`src/fblc_cfg.svh`:
```
// register address, field positions, reset values and decode constants
// assumes inclusion by each design file that needs it; the package does not include it
`ifndef FBLC_CFG_SVH
`define FBLC_CFG_SVH

`define FBLC_ADDR_W 4
`define FBLC_OFS_CTRL 4'h0
`define FBLC_OFS_STATUS 4'h1
`define FBLC_BRK_HI 6
`define FBLC_BRK_LO 4
`define FBLC_SPD_HI 3
`define FBLC_SPD_LO 2
`define FBLC_GAIN_HI 1
`define FBLC_GAIN_LO 0
`define FBLC_RST_BRK 3'h3
`define FBLC_RST_SPD 2'h1
`define FBLC_RST_GAIN 2'h2
`define FBLC_RST_RATIO 5'h04
`define FBLC_RST_ONEHOT 4'h2
`define FBLC_RST_BEMF 12'h000
`define FBLC_BRK_OFF 3'h7
`define FBLC_CTRL_MASK 8'h7F
`define FBLC_BAD_DATA 32'hDEAD_0000

`endif

```
`src/fblc_pkg.sv`:
```
// types shared by the feedback-loop configuration register files
// assumes fblc_cfg.svh is on the include path
package fblc_pkg;
    typedef enum logic [2:0] {
        FBLC_IDLE = 3'b001,
        FBLC_ACK = 3'b010,
        FBLC_HOLD = 3'b100
    } fblc_state_e;

    // braking-to-driving ratio as an integer multiple; 0 means disabled
    typedef logic [4:0] fblc_ratio_t;
    // back-EMF gain in hundredths of x
    typedef logic [11:0] fblc_gain_t;
endpackage

```
`src/fblc_fields_if.sv`:
```
// carries the stored fields between the register bank and the decoder
// assumes a single clock domain; plain wires only
`timescale 1ns/10ps
interface fblc_fields_if;
    logic [2:0] brakeCode;
    logic [1:0] speedCode;
    logic [1:0] gainCode;
    logic resonantMode;
    modport bank (output brakeCode, output speedCode, output gainCode,
        output resonantMode);
    modport dec (input brakeCode, input speedCode, input gainCode,
        input resonantMode);
endinterface

```
`src/fblc_decode.sv`:
```
// decodes the stored field codes into the loop's working values
// assumes fields come from registers in the same clock domain
`timescale 1ns/10ps
`include "fblc_cfg.svh"
module fblc_decode (
    fblc_fields_if.dec f,                      // stored field codes
    output fblc_pkg::fblc_ratio_t ratio,       // braking ratio multiple
    output logic brakeEnable,                  // braking feedback allowed
    output logic [3:0] speedOneHot,            // loop settling speed
    output fblc_pkg::fblc_gain_t gainHundredths // back-emf gain x100
);
    always_comb begin
        brakeEnable = (f.brakeCode != `FBLC_BRK_OFF);
        case (f.brakeCode)
            3'h0: ratio = 5'h01;
            3'h1: ratio = 5'h02;
            3'h2: ratio = 5'h03;
            3'h3: ratio = 5'h04;
            3'h4: ratio = 5'h06;
            3'h5: ratio = 5'h08;
            3'h6: ratio = 5'h10;
            default: ratio = 5'h00;
        endcase
    end

    // code 0 slowest, code 3 fastest and least stable
    always_comb begin
        speedOneHot = 4'h0;
        speedOneHot[f.speedCode] = 1'b1;
    end

    // code 3 is undefined; it is treated as the highest gain
    always_comb begin
        case ({f.resonantMode, f.gainCode})
            3'b100: gainHundredths = 12'h1F4;
            3'b101: gainHundredths = 12'h3E8;
            3'b000: gainHundredths = 12'h022;
            3'b001: gainHundredths = 12'h069;
            3'b010: gainHundredths = 12'h0B6;
            3'b011: gainHundredths = 12'h0B6;
            default: gainHundredths = 12'h7D0;
        endcase
    end
endmodule

```
`src/fblc_reg_top.sv`:
```
// feedback-loop configuration register with avalon-mm slave port
// assumes one 40 mhz clock, synchronous active-low reset, calibration
// engine and mode strap driven from logic in the same clock domain
//
// The Avalon-MM slave port and the placing of the registers are this design's own decisions.
`timescale 1ns/10ps
`include "fblc_cfg.svh"
module fblc_reg_top (
    input wire logic clk,                       // 40 mhz clock
    input wire logic resetn,                    // synchronous reset, low
    input wire logic [`FBLC_ADDR_W-1:0] avsAddress, // word address
    input wire logic avsRead,                   // read request
    input wire logic avsWrite,                  // write request
    input wire logic [31:0] avsWritedata,       // write data
    input wire logic [3:0] avsByteenable,       // byte lanes
    output logic [31:0] avsReaddata,            // read data
    output logic avsWaitrequest,                // stall
    output logic [1:0] avsResponse,             // 00 ok, 10 slave error
    input wire logic resonantMode,              // 1 resonant, 0 eccentric
    input wire logic calWrite,                  // calibration result strobe
    input wire logic [1:0] calGain,             // calibration gain code
    output fblc_pkg::fblc_ratio_t brakeRatio,   // braking ratio multiple
    output logic brakeEnable,                   // braking feedback on
    output logic [3:0] loopSpeed,               // one-hot settling speed
    output fblc_pkg::fblc_gain_t bemfGain       // back-emf gain x100
);
    fblc_fields_if fields();
    fblc_pkg::fblc_state_e state;
    logic [2:0] brakingFeedbackRatio;
    logic [1:0] loopSpeedCode;
    logic [1:0] backEmfAmpGain;
    logic calDone;
    fblc_pkg::fblc_ratio_t next_ratio;
    logic next_brakeEnable;
    logic [3:0] next_speed;
    fblc_pkg::fblc_gain_t next_gain;
    logic accept;
    logic wrCtrl;
    logic [7:0] ctrlImage;

    ////////////////////////////////////////////////////////////////////
    // bus handshake: a request waits one cycle, answers the next; one made right after an answer waits two, as hold accepts none
    assign accept = (state == fblc_pkg::FBLC_IDLE) && (avsRead || avsWrite);
    assign wrCtrl = accept && avsWrite && avsByteenable[0] &&
        (avsAddress == `FBLC_OFS_CTRL);
    assign ctrlImage = {1'b0, brakingFeedbackRatio, loopSpeedCode,
        backEmfAmpGain};

    always_ff @(posedge clk) begin
        if (!resetn) begin
            state <= fblc_pkg::FBLC_IDLE;
        end else begin
            case (state)
                fblc_pkg::FBLC_IDLE: begin
                    if (accept) begin
                        state <= fblc_pkg::FBLC_ACK;
                    end
                end
                fblc_pkg::FBLC_ACK: begin
                    state <= fblc_pkg::FBLC_HOLD;
                end
                fblc_pkg::FBLC_HOLD: begin
                    state <= fblc_pkg::FBLC_IDLE;
                end
                default: begin
                    state <= fblc_pkg::FBLC_IDLE;
                end
            endcase
        end
    end

    // waitrequest low only in the ack state, when data is presented
    always_ff @(posedge clk) begin
        if (!resetn) begin
            avsWaitrequest <= 1'b1;
        end else begin
            avsWaitrequest <= !accept;
        end
    end

    always_ff @(posedge clk) begin
        if (!resetn) begin
            avsReaddata <= 32'h0000_0000;
            avsResponse <= 2'h0;
        end else if (accept) begin
            avsResponse <= 2'h0;
            case (avsAddress)
                `FBLC_OFS_CTRL: avsReaddata <= {24'h00_0000, ctrlImage};
                `FBLC_OFS_STATUS: avsReaddata <= {30'h0000_0000,
                    resonantMode, calDone};
                default: begin
                    avsReaddata <= `FBLC_BAD_DATA;
                    avsResponse <= 2'h2;
                end
            endcase
        end else begin
            avsReaddata <= 32'h0000_0000;
        end
    end

    ////////////////////////////////////////////////////////////////////
    // configuration fields
    always_ff @(posedge clk) begin
        if (!resetn) begin
            brakingFeedbackRatio <= `FBLC_RST_BRK;
            loopSpeedCode <= `FBLC_RST_SPD;
        end else if (wrCtrl) begin
            brakingFeedbackRatio <=
                avsWritedata[`FBLC_BRK_HI:`FBLC_BRK_LO];
            loopSpeedCode <= avsWritedata[`FBLC_SPD_HI:`FBLC_SPD_LO];
        end
    end

    // software write wins over a calibration result in the same cycle,
    // so a deliberate override is never lost
    always_ff @(posedge clk) begin
        if (!resetn) begin
            backEmfAmpGain <= `FBLC_RST_GAIN;
        end else if (wrCtrl) begin
            backEmfAmpGain <=
                avsWritedata[`FBLC_GAIN_HI:`FBLC_GAIN_LO];
        end else if (calWrite) begin
            backEmfAmpGain <= calGain;
        end
    end

    // sticky status: set on a calibration result, cleared by a control
    // write with byte lane 0 enabled; a set in the same cycle wins
    always_ff @(posedge clk) begin
        if (!resetn) begin
            calDone <= 1'b0;
        end else if (calWrite) begin
            calDone <= 1'b1;
        end else if (wrCtrl) begin
            calDone <= 1'b0;
        end
    end

    ////////////////////////////////////////////////////////////////////
    // decode into the loop's working values, registered for clean outputs
    assign fields.brakeCode = brakingFeedbackRatio;
    assign fields.speedCode = loopSpeedCode;
    assign fields.gainCode = backEmfAmpGain;
    assign fields.resonantMode = resonantMode;

    fblc_decode u_decode (
        .f(fields),
        .ratio(next_ratio),
        .brakeEnable(next_brakeEnable),
        .speedOneHot(next_speed),
        .gainHundredths(next_gain)
    );

    always_ff @(posedge clk) begin
        if (!resetn) begin
            brakeRatio <= `FBLC_RST_RATIO;
            brakeEnable <= 1'b1;
            loopSpeed <= `FBLC_RST_ONEHOT;
            bemfGain <= `FBLC_RST_BEMF;
        end else begin
            brakeRatio <= next_ratio;
            brakeEnable <= next_brakeEnable;
            loopSpeed <= next_speed;
            bemfGain <= next_gain;
        end
    end
endmodule

```
`config.mk`:
```
export PLATFORM = sky130hd
export DESIGN_NAME = fblc_reg_top
export DESIGN_NICKNAME = d
export VERILOG_FILES = /design/src/fblc_pkg.sv /design/src/fblc_fields_if.sv /design/src/fblc_decode.sv /design/src/fblc_reg_top.sv
export VERILOG_INCLUDE_DIRS = /design/src
export SDC_FILE = /design/constraint.sdc
export NUM_CORES = 1
export LEC_CHECK = 0
export BUFFER_PORTS_ARGS = -buffer_cell sky130_fd_sc_hd__buf_2
export CORE_ASPECT_RATIO = 0.75
export CORE_MARGIN = 4
export CORE_UTILIZATION = 38
export DETAILED_ROUTE_END_ITERATION = 6
export PLACE_DENSITY = 0.75
export SYNTH_ARGS = -nofsm -noshare
export SYNTH_HDL_FRONTEND = slang
export SYNTH_HIERARCHICAL = 1
export SYNTH_SLANG_ARGS = --single-unit
```
`constraint.sdc`:
```
create_clock -name clk -period 1.9 [get_ports clk]
set_input_delay 0.095 -clock clk [delete_from_list [all_inputs] [get_ports clk]]
set_output_delay 0.095 -clock clk [all_outputs]
set_load 0.05 [all_outputs]
```
==> impl_summary.txt, run 1 <==
----------------------------------------------------
[Run status]
  Result of the run ... completed

[Final layout]
  Most frequent cells in the layout ... sky130_fd_sc_hd__buf_2, sky130_fd_sc_hd__dfxtp_1, sky130_fd_sc_hd__and2_1
  Non-filler cells, final ... about 280
  Net count reported at finish ... ~280
  Signed area change from the synthesized netlist to the final layout ... 20.1%
  Fraction of layout cells with a size suffix above 1 ... around 35%
  Most common cell after layout, fill and taps aside ... sky130_fd_sc_hd__buf_2
  Total of fill cells in the finished design ... between 400 and 500
  Diodes inserted ... 0

[Placed design]
  Number of buffers added on ports ... 61
  Setup slack at placement ... between 90 and 100 ps
  Final Wtd Congestion ... about 0.67
  Post-detail-place hpwl ... between 2000 and 2500 um
  Number of placed cells counting well taps ... between 200 and 300

[Die]
  Number of rows created at floorplan ... 20
  Area inside the core boundary ... ~4200 sq um
  I/O pin count ... ~110
  Die Width ... roughly 86 um
  Die extent in y ... about 66 um
  Die area ... around 5700 sq um
  Starting Density ... about two fifths

[Worst setup path]
  Worst EP arrival ... just under 2000 ps
  Setup Crit Path Kind ... flip-flop to flip-flop
  Critical path startpoint category ... flip-flop
  Largest fanout of any net on the critical path ... 8
  Worst Path Required ... 2080 ps
  CP endpoint kind ... flip-flop

[Job]
  Max_cap viols ... 0

[Clock network]
  Num CTS Buffers ... 5
  Clock latency at the later pin of the worst-skew pair ... 280 ps
  Clock tree from TritonCTS ... built
  Sink count of the clock tree ... 43
  Clock tree buffer depth ... 2
  Clock-pin transition on the worst setup and hold timing paths ... around 80 ps
  Number of buffers inserted to repair setup after CTS ... 0
  Maximum level of the CTS H-tree ... 2
  Count of hold buffers inserted by post-cts repair ... 0
  Number of resized instances in the post-cts repair step ... 0
  Buffer cell driving the clock tree root ... sky130_fd_sc_hd__clkbuf_8

[Synthesis]
  Fraction of synthesized area in multiplexers ... ~8.0%
  Xor and xnor area share after synthesis ... less than 1%
  Library cells used by synthesis ... 26
  Netlist area before placement ... roughly 1700 sq um
  Fraction of the yosys area taken by sequential cells ... between 40% and 50%
  Area share of the largest cell type after synthesis ... about half
  Cell count after synthesis ... 175
  YS warnings ... 6
  Synthesized-area fraction occupied by and/or/nand/nor cells ... a little over a quarter
  Compound-gate portion of the synthesized area ... 1.31%
  Area share of fa/ha/maj cells after synthesis ... 0%
  Average cell area after synthesis ... between 9 and 10 sq um
  Top cell type by total area after synthesis ... sky130_fd_sc_hd__dfxtp_1
  Synth top area cells ... sky130_fd_sc_hd__dfxtp_1, sky130_fd_sc_hd__buf_4, sky130_fd_sc_hd__and2_1, sky130_fd_sc_hd__mux2i_1, sky130_fd_sc_hd__nor2b_1
  Largest family of logic cells by synthesized area ... simple AND/OR/NAND/NOR gates
  #FFs+latches synth ... 43

[STA]
  Hold violation count in the final report ... 0
  Final period utilization ... 94.4%
  Clk_skew ... ~8.3 ps
  Count of pins over their slew limit ... 0
  Finish-stage setup viols ... 0
  Post-layout min period ... 1790 ps
  Setup repair after global routing missed its margin ... no
  Fmax achieved ... roughly 560 MHz
  Final TNS setup ... 0 ps
  Setup WS post-layout ... ~110 ps
  Worst hold slack ... 55.1 ps

[Power and ir drop]
  Peak VDD IR ... around 0.58 mV
  Total leakage power ... about 1 nW
  Power Density ... roughly 980 nW/um^2

[Drt]
  Total number of vias ... between 1000 and 1500
  Vias/cell ... between 4 and 5
  DR pass1 iterations ... 4
  Final Routed Wirelength ... about 3100 um
  Starting DRC count in detailed routing ... 43
  Antenna Violating Nets Remaining ... 0
  Routed WL per cell ... approximately 11 um
  Count of unresolved DRC violations after routing ... 0

[Global route]
  Number of global-route vias before repair ... approximately 1100
  Global route total overflow ... 0
  Wire length of the first global-routing pass ... 5010 um
  Maximum number of pins on one net before global-route repair ... 40
  GRT Overall Usage ... between 10% and 20%
  Initial antenna violation count ... 0

[Hold path]
  Path category of the worst min-delay check ... input pin to flip-flop

----------------------------------------------------
[cell type report]
class / instances / area [sq um] / share of cell area, %
clock buffer: 5 / 68.8 / 3.33
tap: 55 / 68.8 / 3.33
inverter: 3 / 11.3 / 0.544
clock inverter: 2 / 37.5 / 1.81
timing repair buffer: 63 / 333 / 16.1
sequential: 43 / 861 / 41.6
multi-input combinational: 112 / 689 / 33.3
[worst max-delay path, stage by stage, from the launching register on]
cell and delay (ps):
sky130_fd_sc_hd__dfxtp_1 330, sky130_fd_sc_hd__or4b_4 570, sky130_fd_sc_hd__nor4_4 330, sky130_fd_sc_hd__buf_12 180, sky130_fd_sc_hd__mux2_4 290
[flip-flops by register name, indices dropped and copies added (netlist names)]
name and cells:
bemfGain 12, avsReaddata 8, brakeRatio 5, loopSpeed 4, brakingFeedbackRatio 3, state 3, backEmfAmpGain 2, fields.speedCode 2
avsResponse 1, avsWaitrequest 1, brakeEnable 1, calDone 1
[cell usage after synthesis, drive strengths merged]
cell and n:
mux2 3, o21ai 3, nor2 11, nand3 1
nor2b 11, buf 26, mux2i 10, and2 25
clkbuf 5, or3 1, conb 2, nor3b 1
inv 3, or2 2, nand2b 5, a21o 1
or3b 1, nand2 14, xnor2 1, nor4b 1
and3b 1, dfxtp 43, nor4 1, nor3 2
or4b 1
[routing by layer]
metal,global-route usage (%),share of wire (%)
met5,0,0
met4,3.56,0.87
met3,2.74,9.9
met2,18.3,42
met1,14.6,47
[cells by family (layout without fill, tap and decap cells)]
kind of cell	after synthesis	in the layout
xor gates and xnor gates	1	1
DFF	43	43
buffers and inverters	34	73
AOI/OAI and AO/OA	4	4
muxes	13	13
other	2	16
and+or+nand+nor	78	78
[stage by stage]
step           total power, mW  utilization [%]  cell area, sq um
2_1_floorplan             1.34                -              1780
3_3_place_gp              1.36             46.7              1960
5_1_grt                   2.11             49.2              2070
3_5_place_dp              1.36             46.7              1960
4_1_cts                   2.04             49.2              2070
6_report                  2.02             49.2              2070
[where the power goes]
group | total (mW) | internal (mW) | switching [mW]
combinational | 0.384 | 0.0895 | 0.295
clock | 0.682 | 0.384 | 0.298
sequential | 0.954 | 0.935 | 0.0194
total | 2.02 | 1.41 | 0.612
[worst paths after layout]
path | depth (start not counted) | start | endpoint | slack [ps]
setup / recovery | 4 | state[1] | backEmfAmpGain[1] | 110
hold / removal | 3 | avsWritedata[0] | backEmfAmpGain[0] | 60
setup reg to reg | 4 | state[1] | backEmfAmpGain[1] | 110
hold reg to reg | 1 | state[0] | state[2] | 450
No activity file was read; power rests on OpenSTA's default activity.
==> run 2: changes to the inputs <==
--- a/config.mk
+++ b/config.mk
@@ -9,9 +9,10 @@
 export BUFFER_PORTS_ARGS = -buffer_cell sky130_fd_sc_hd__buf_2
 export CORE_ASPECT_RATIO = 0.75
 export CORE_MARGIN = 4
-export CORE_UTILIZATION = 38
+export CORE_UTILIZATION = 40
+export CTS_BUF_LIST = sky130_fd_sc_hd__clkbuf_2
 export DETAILED_ROUTE_END_ITERATION = 6
-export PLACE_DENSITY = 0.75
+export PLACE_DENSITY = 0.78
 export SYNTH_ARGS = -nofsm -noshare
 export SYNTH_HDL_FRONTEND = slang
 export SYNTH_HIERARCHICAL = 1
==> run 2 against run 1 <==
  * Fmax increased by 7.0%
  * Power decreased by 14%
  * Largest power group unchanged
  * Highest routed layer unchanged
  * Cell count increased by 4.9%
  * Critical endpoint is now brakingFeedbackRatio[1]
  * Sequential share of layout area decreased by 1.0 points
  * Largest cell class unchanged
  * Final area increased by 2.5%
==> impl_summary.txt, run 2 (synthesis gave the netlist of run 1 again) <==
----------------------------------------------------
[Run status]
  Result of the run ... completed

[Worst setup path]
  FF-to-FF setup slack ... 220 ps
  Worst EP arrival ... around 2000 ps
  Critical path startpoint category ... flip-flop
  Largest fanout of any net on the critical path ... 4
  Setup Crit Path Kind ... flip-flop to flip-flop
  Reg2Reg Depth ... 4
  Worst Path Required ... around 2200 ps
  Launching point of the worst reg2reg path ... state[1]
  CP endpoint kind ... flip-flop
  Critical register-to-register path endpoint ... brakingFeedbackRatio[1]

[Power and ir drop]
  Total leakage power ... about 1 nW
  Overall power consumption ... approximately 1.7 mW
  Peak VDD IR ... roughly 0.40 mV
  Power Density ... 817 nW/um^2

[Placed design]
  Final Wtd Congestion ... around 0.7
  Number of buffers added on ports ... 61
  Setup slack at placement ... around 120 ps
  Number of placed cells counting well taps ... ~280
  Dpl cell area ... roughly 2000 sq um
  Post-detail-place hpwl ... roughly 2300 um

[STA]
  Setup WS post-layout ... roughly 220 ps
  Fmax achieved ... ~600 MHz
  Count of pins over their slew limit ... 0
  Final TNS setup ... 0 ps
  Clk_skew ... around 21 ps
  Final period utilization ... between 80% and 90%
  Remaining max-slew budget at the tightest pin ... 65.7%
  Hold violation count in the final report ... 0
  Setup repair after global routing missed its margin ... no
  Pin slew with the least headroom to its limit ... ~500 ps
  Finish-stage setup viols ... 0
  Post-layout min period ... 1680 ps
  Worst hold slack ... between 40 and 50 ps

[Final layout]
  Register name with the most flops ... bemfGain
  Registers with the highest flip-flop counts ... bemfGain (12), avsReaddata (8), brakeRatio (5)
  Area of all sequential standard cells ... around 860 sq um
  Most common cell after layout, fill and taps aside ... sky130_fd_sc_hd__buf_2
  Area used by multi-input combinational logic ... 689 sq um
  Net count reported at finish ... about 290
  Signed area change from the synthesized netlist to the final layout ... 23.1%
  Most frequent cells in the layout ... sky130_fd_sc_hd__buf_2, sky130_fd_sc_hd__dfxtp_1, sky130_fd_sc_hd__and2_1
  Non-filler cells, final ... slightly below 300
  Fraction of layout cells with a size suffix above 1 ... 33.5%
  Diodes inserted ... 0
  Final instance area ... about 2100 sq um
  Flip-flop count of the largest register, all copies and words added ... 12
  Share of the core filled with cells in the final layout ... between 50% and 60%
  Total of fill cells in the finished design ... just under 400

[Hold path]
  Path category of the worst min-delay check ... input pin to flip-flop
  Worst Hold End ... avsReaddata[0]
  Startpoint of the most critical hold path ... avsAddress[0]
  Hold path depth ... 3

[Global route]
  Number of global-route vias before repair ... ~1200
  Maximum number of pins on one net before global-route repair ... 40
  Wire length of the first global-routing pass ... ~5000 um
  GRT Overall Usage ... a little under an eighth
  Global route total overflow ... 0
  Initial antenna violation count ... 0

[Die]
  Starting Density ... between 40% and 50%
  Area inside the core boundary ... just over 4000 sq um
  I/O pin count ... around 110
  Die extent in y ... roughly 65 um
  Number of rows created at floorplan ... 20
  Die Width ... ~84 um
  Die area ... 5430 sq um

[Drt]
  Count of unresolved DRC violations after routing ... 0
  DR pass1 iterations ... 4
  Antenna Violating Nets Remaining ... 0
  Routed WL per cell ... 10.7 um
  Starting DRC count in detailed routing ... between 50 and 60
  Total number of vias ... around 1200
  Final Routed Wirelength ... 3170 um
  Vias/cell ... roughly 4.2

[Clock network]
  Num CTS Buffers ... 5
  Clock latency at the later pin of the worst-skew pair ... between 300 and 400 ps
  Clock-pin transition on the worst setup and hold timing paths ... between 200 and 250 ps
  Maximum level of the CTS H-tree ... 2
  Number of buffers inserted to repair setup after CTS ... 0
  Clock tree buffer depth ... 2
  Sink count of the clock tree ... 43
  Clock tree from TritonCTS ... built
  Number of resized instances in the post-cts repair step ... 0
  Buffer cell driving the clock tree root ... sky130_fd_sc_hd__clkbuf_2

[Job]
  Max_cap viols ... 0

----------------------------------------------------
[run 2: critical path, stage by stage, from the launching register on]
cell and delay (ps):
sky130_fd_sc_hd__dfxtp_1 380, sky130_fd_sc_hd__or4b_4 570, sky130_fd_sc_hd__nor4_4 260, sky130_fd_sc_hd__buf_4 210
sky130_fd_sc_hd__mux2i_1 190
[run 2: report_power, final]
group          leakage (nW)  total, mW  switching, mW  internal (mW)
Sequential            0.352      0.957         0.0191          0.938
Combinational         0.649      0.405          0.300          0.105
Clock                0.0290      0.371          0.277         0.0941
[run 2: worst max-delay path by stage]
stage	startpoint	to	slack, ps	depth (start not counted)
3_5_place_dp	state[1]	brakingFeedbackRatio[1]	120	4
2_1_floorplan	state[1]	backEmfAmpGain[1]	40	3
6_report	state[1]	brakingFeedbackRatio[1]	220	4
5_1_grt	state[2]	avsReaddata[2]	50	5
4_1_cts	state[1]	backEmfAmpGain[0]	80	4
3_3_place_gp	state[1]	brakingFeedbackRatio[0]	170	4
[run 2: layer usage]
metal  up-vias  global-route usage, %  share of wire (%)
met4         0                   4.22               0.54
met5         -                      0                  0
met1       560                   12.9                 44
met2        48                   20.3                 47
met3         2                   4.96                9.1
li1        639                      -                  -
[run 2: layout make-up]
cell class              instances  area share, %
clock buffers                   6           1.42
multi-input cells             112           32.5
inverters                       3          0.531
clock inverters                 2          0.590
well taps                      55           3.24
flip-flops and latches         43           40.6
repair buffers                 76           21.1
[run 2: what timing repair did]
action	CTS	global route
hold endpoints to repair	13	1
setup endpoints to repair	0	1
hold buffers	11	1
==> run 3: changes to the inputs <==
--- a/config.mk
+++ b/config.mk
@@ -13,6 +13,7 @@
 export CTS_BUF_LIST = sky130_fd_sc_hd__clkbuf_2
 export DETAILED_ROUTE_END_ITERATION = 6
 export PLACE_DENSITY = 0.78
+export RECOVER_POWER = 100
 export SYNTH_ARGS = -nofsm -noshare
 export SYNTH_HDL_FRONTEND = slang
 export SYNTH_HIERARCHICAL = 1
==> run 3 against run 2 <==
  * Wire length increased by 0.47%
  * Utilization shrank 1.5 points
  * Critical endpoint unchanged
  * Highest routed layer unchanged
  * Critical path type unchanged
  * Largest power group unchanged
  * Largest cell class unchanged
  * Die area is the same
==> impl_summary.txt, run 3 (synthesis gave the netlist of run 1 again) <==
----------------------------------------------------
[Job]
  Max_cap viols ... 0

[Final layout]
  Register name with the most flops ... bemfGain
  Net count reported at finish ... between 200 and 300
  Share of the core filled with cells in the final layout ... between 50% and 60%
  Non-filler cells, final ... ~300
  Signed area change from the synthesized netlist to the final layout ... 19.6%
  Total of fill cells in the finished design ... between 400 and 500
  Area of all sequential standard cells ... 861 sq um
  Most frequent cells in the layout ... sky130_fd_sc_hd__dfxtp_1, sky130_fd_sc_hd__clkbuf_1, sky130_fd_sc_hd__buf_2
  Final instance area ... a little over 2000 sq um
  Area used by multi-input combinational logic ... just under 700 sq um
  Flip-flop count of the largest register, all copies and words added ... 12
  Registers with the highest flip-flop counts ... bemfGain (12), avsReaddata (8), brakeRatio (5)
  Diodes inserted ... 0
  Fraction of layout cells with a size suffix above 1 ... around 15%

[Clock network]
  Buffer cell driving the clock tree root ... sky130_fd_sc_hd__clkbuf_2
  Clock-pin transition on the worst setup and hold timing paths ... between 200 and 250 ps
  Sink count of the clock tree ... 43
  Clock latency at the later pin of the worst-skew pair ... 380 ps
  Clock tree from TritonCTS ... built
  Num CTS Buffers ... 5
  Number of buffers inserted to repair setup after CTS ... 0
  Number of resized instances in the post-cts repair step ... 0
  Maximum level of the CTS H-tree ... 2
  Clock tree buffer depth ... 2

[Drt]
  Met1 Routed Length ... around 1400 um
  Vias/cell ... about 4.2
  Highest Signal Layer ... met4
  Routed WL per cell ... about 11 um
  DR pass1 iterations ... 4
  Detailed route wirelength on metal3 ... 307 um
  Count of unresolved DRC violations after routing ... 0
  Wire length on met2 ... between 1000 and 1500 um
  Final Routed Wirelength ... roughly 3200 um
  Antenna Violating Nets Remaining ... 0
  Total number of vias ... 1244
  Starting DRC count in detailed routing ... between 40 and 50

[Die]
  Die area ... approximately 5400 sq um
  Number of rows created at floorplan ... 20
  Starting Density ... 42.0%
  Die Width ... about 84 um
  Area inside the core boundary ... approximately 4100 sq um
  I/O pin count ... 105
  Die extent in y ... ~65 um

[Worst setup path]
  Slowest stage delay, CP ... about 620 ps
  Cell breakdown of the critical path ... or4b_1 -> nor4_4 -> buf_4 -> mux2i_1
  Worst Path Required ... 2220 ps
  Critical path startpoint category ... flip-flop
  Worst path top cell family by delay ... simple AND/OR/NAND/NOR gates
  FF-to-FF setup slack ... about 160 ps
  CP endpoint kind ... flip-flop
  Setup Crit Path Kind ... flip-flop to flip-flop
  Worst EP arrival ... 2050 ps
  Largest fanout of any net on the critical path ... 4
  Slowest cell on the critical path ... sky130_fd_sc_hd__or4b_1
  Number of buffer and inverter instances along the worst setup path ... 1

[STA]
  Clk_skew ... roughly 21 ps
  Fmax achieved ... between 500 and 600 MHz
  Worst hold slack ... 49.8 ps
  Count of pins over their slew limit ... 0
  Final TNS setup ... 0 ps
  Hold violation count in the final report ... 0
  Finish-stage setup viols ... 0
  Remaining max-slew budget at the tightest pin ... 59.0%
  Setup repair after global routing missed its margin ... no
  Pin slew with the least headroom to its limit ... 616 ps
  Post-layout min period ... ~1700 ps
  Final period utilization ... 91.5%
  Setup WS post-layout ... about 160 ps

[Global route]
  Wire length of the first global-routing pass ... 5050 um
  Number of global-route vias before repair ... about 1200
  Maximum number of pins on one net before global-route repair ... 40
  GRT Overall Usage ... between 10% and 20%
  Global route total overflow ... 0
  Initial antenna violation count ... 0

[Power and ir drop]
  Power Density ... between 800 and 900 nW/um^2
  Peak VDD IR ... between 0.3 and 0.4 mV
  Overall power consumption ... ~1.7 mW
  Total leakage power ... between 0.8 and 0.9 nW

[Placed design]
  Number of buffers added on ports ... 61
  Dpl cell area ... between 1500 and 2000 sq um
  Setup slack at placement ... 121 ps
  Post-detail-place hpwl ... roughly 2300 um
  Number of placed cells counting well taps ... 277
  Final Wtd Congestion ... about 0.7

[Hold path]
  Path category of the worst min-delay check ... input pin to flip-flop

[Run status]
  Result of the run ... completed

----------------------------------------------------
## run 3: cell type report
type                            instances  share of cell area, %
Tap cell                               55                   3.34
Multi-Input combinational cell        112                   33.3
Sequential cell                        43                   41.8
Clock inverter                          2                  0.607
Timing Repair Buffer                   76                   19.0
Clock buffer                            6                   1.46
Inverter                                3                  0.546
## run 3: final timing paths
| check | from | to | cells after the start |
|---|---|---|---|
| hold reg to reg | state[0] | state[2] | 1 |
| setup reg to reg | state[1] | brakingFeedbackRatio[1] | 4 |
| hold / removal | resonantMode | bemfGain[8] | 2 |
| setup / recovery | state[1] | brakingFeedbackRatio[1] | 4 |
## run 3: report_power, final
| part | total (mW) | internal (mW) | switching [mW] |
|---|---|---|---|
| Clock | 0.370 | 0.0941 | 0.276 |
| Combinational | 0.388 | 0.0871 | 0.301 |
| Sequential | 0.958 | 0.938 | 0.0200 |
| Total | 1.72 | 1.12 | 0.596 |
## run 3: per-layer routing
metal	GRT usage, %	up-vias
met5	0	-
met4	4.22	0
met3	4.96	2
met2	20.3	47
met1	12.9	556
li1	-	639
## run 3: timing repair
action,CTS,global route
hold buffers,11,1
hold endpoints to repair,13,1
endpoints found under the setup margin,0,1
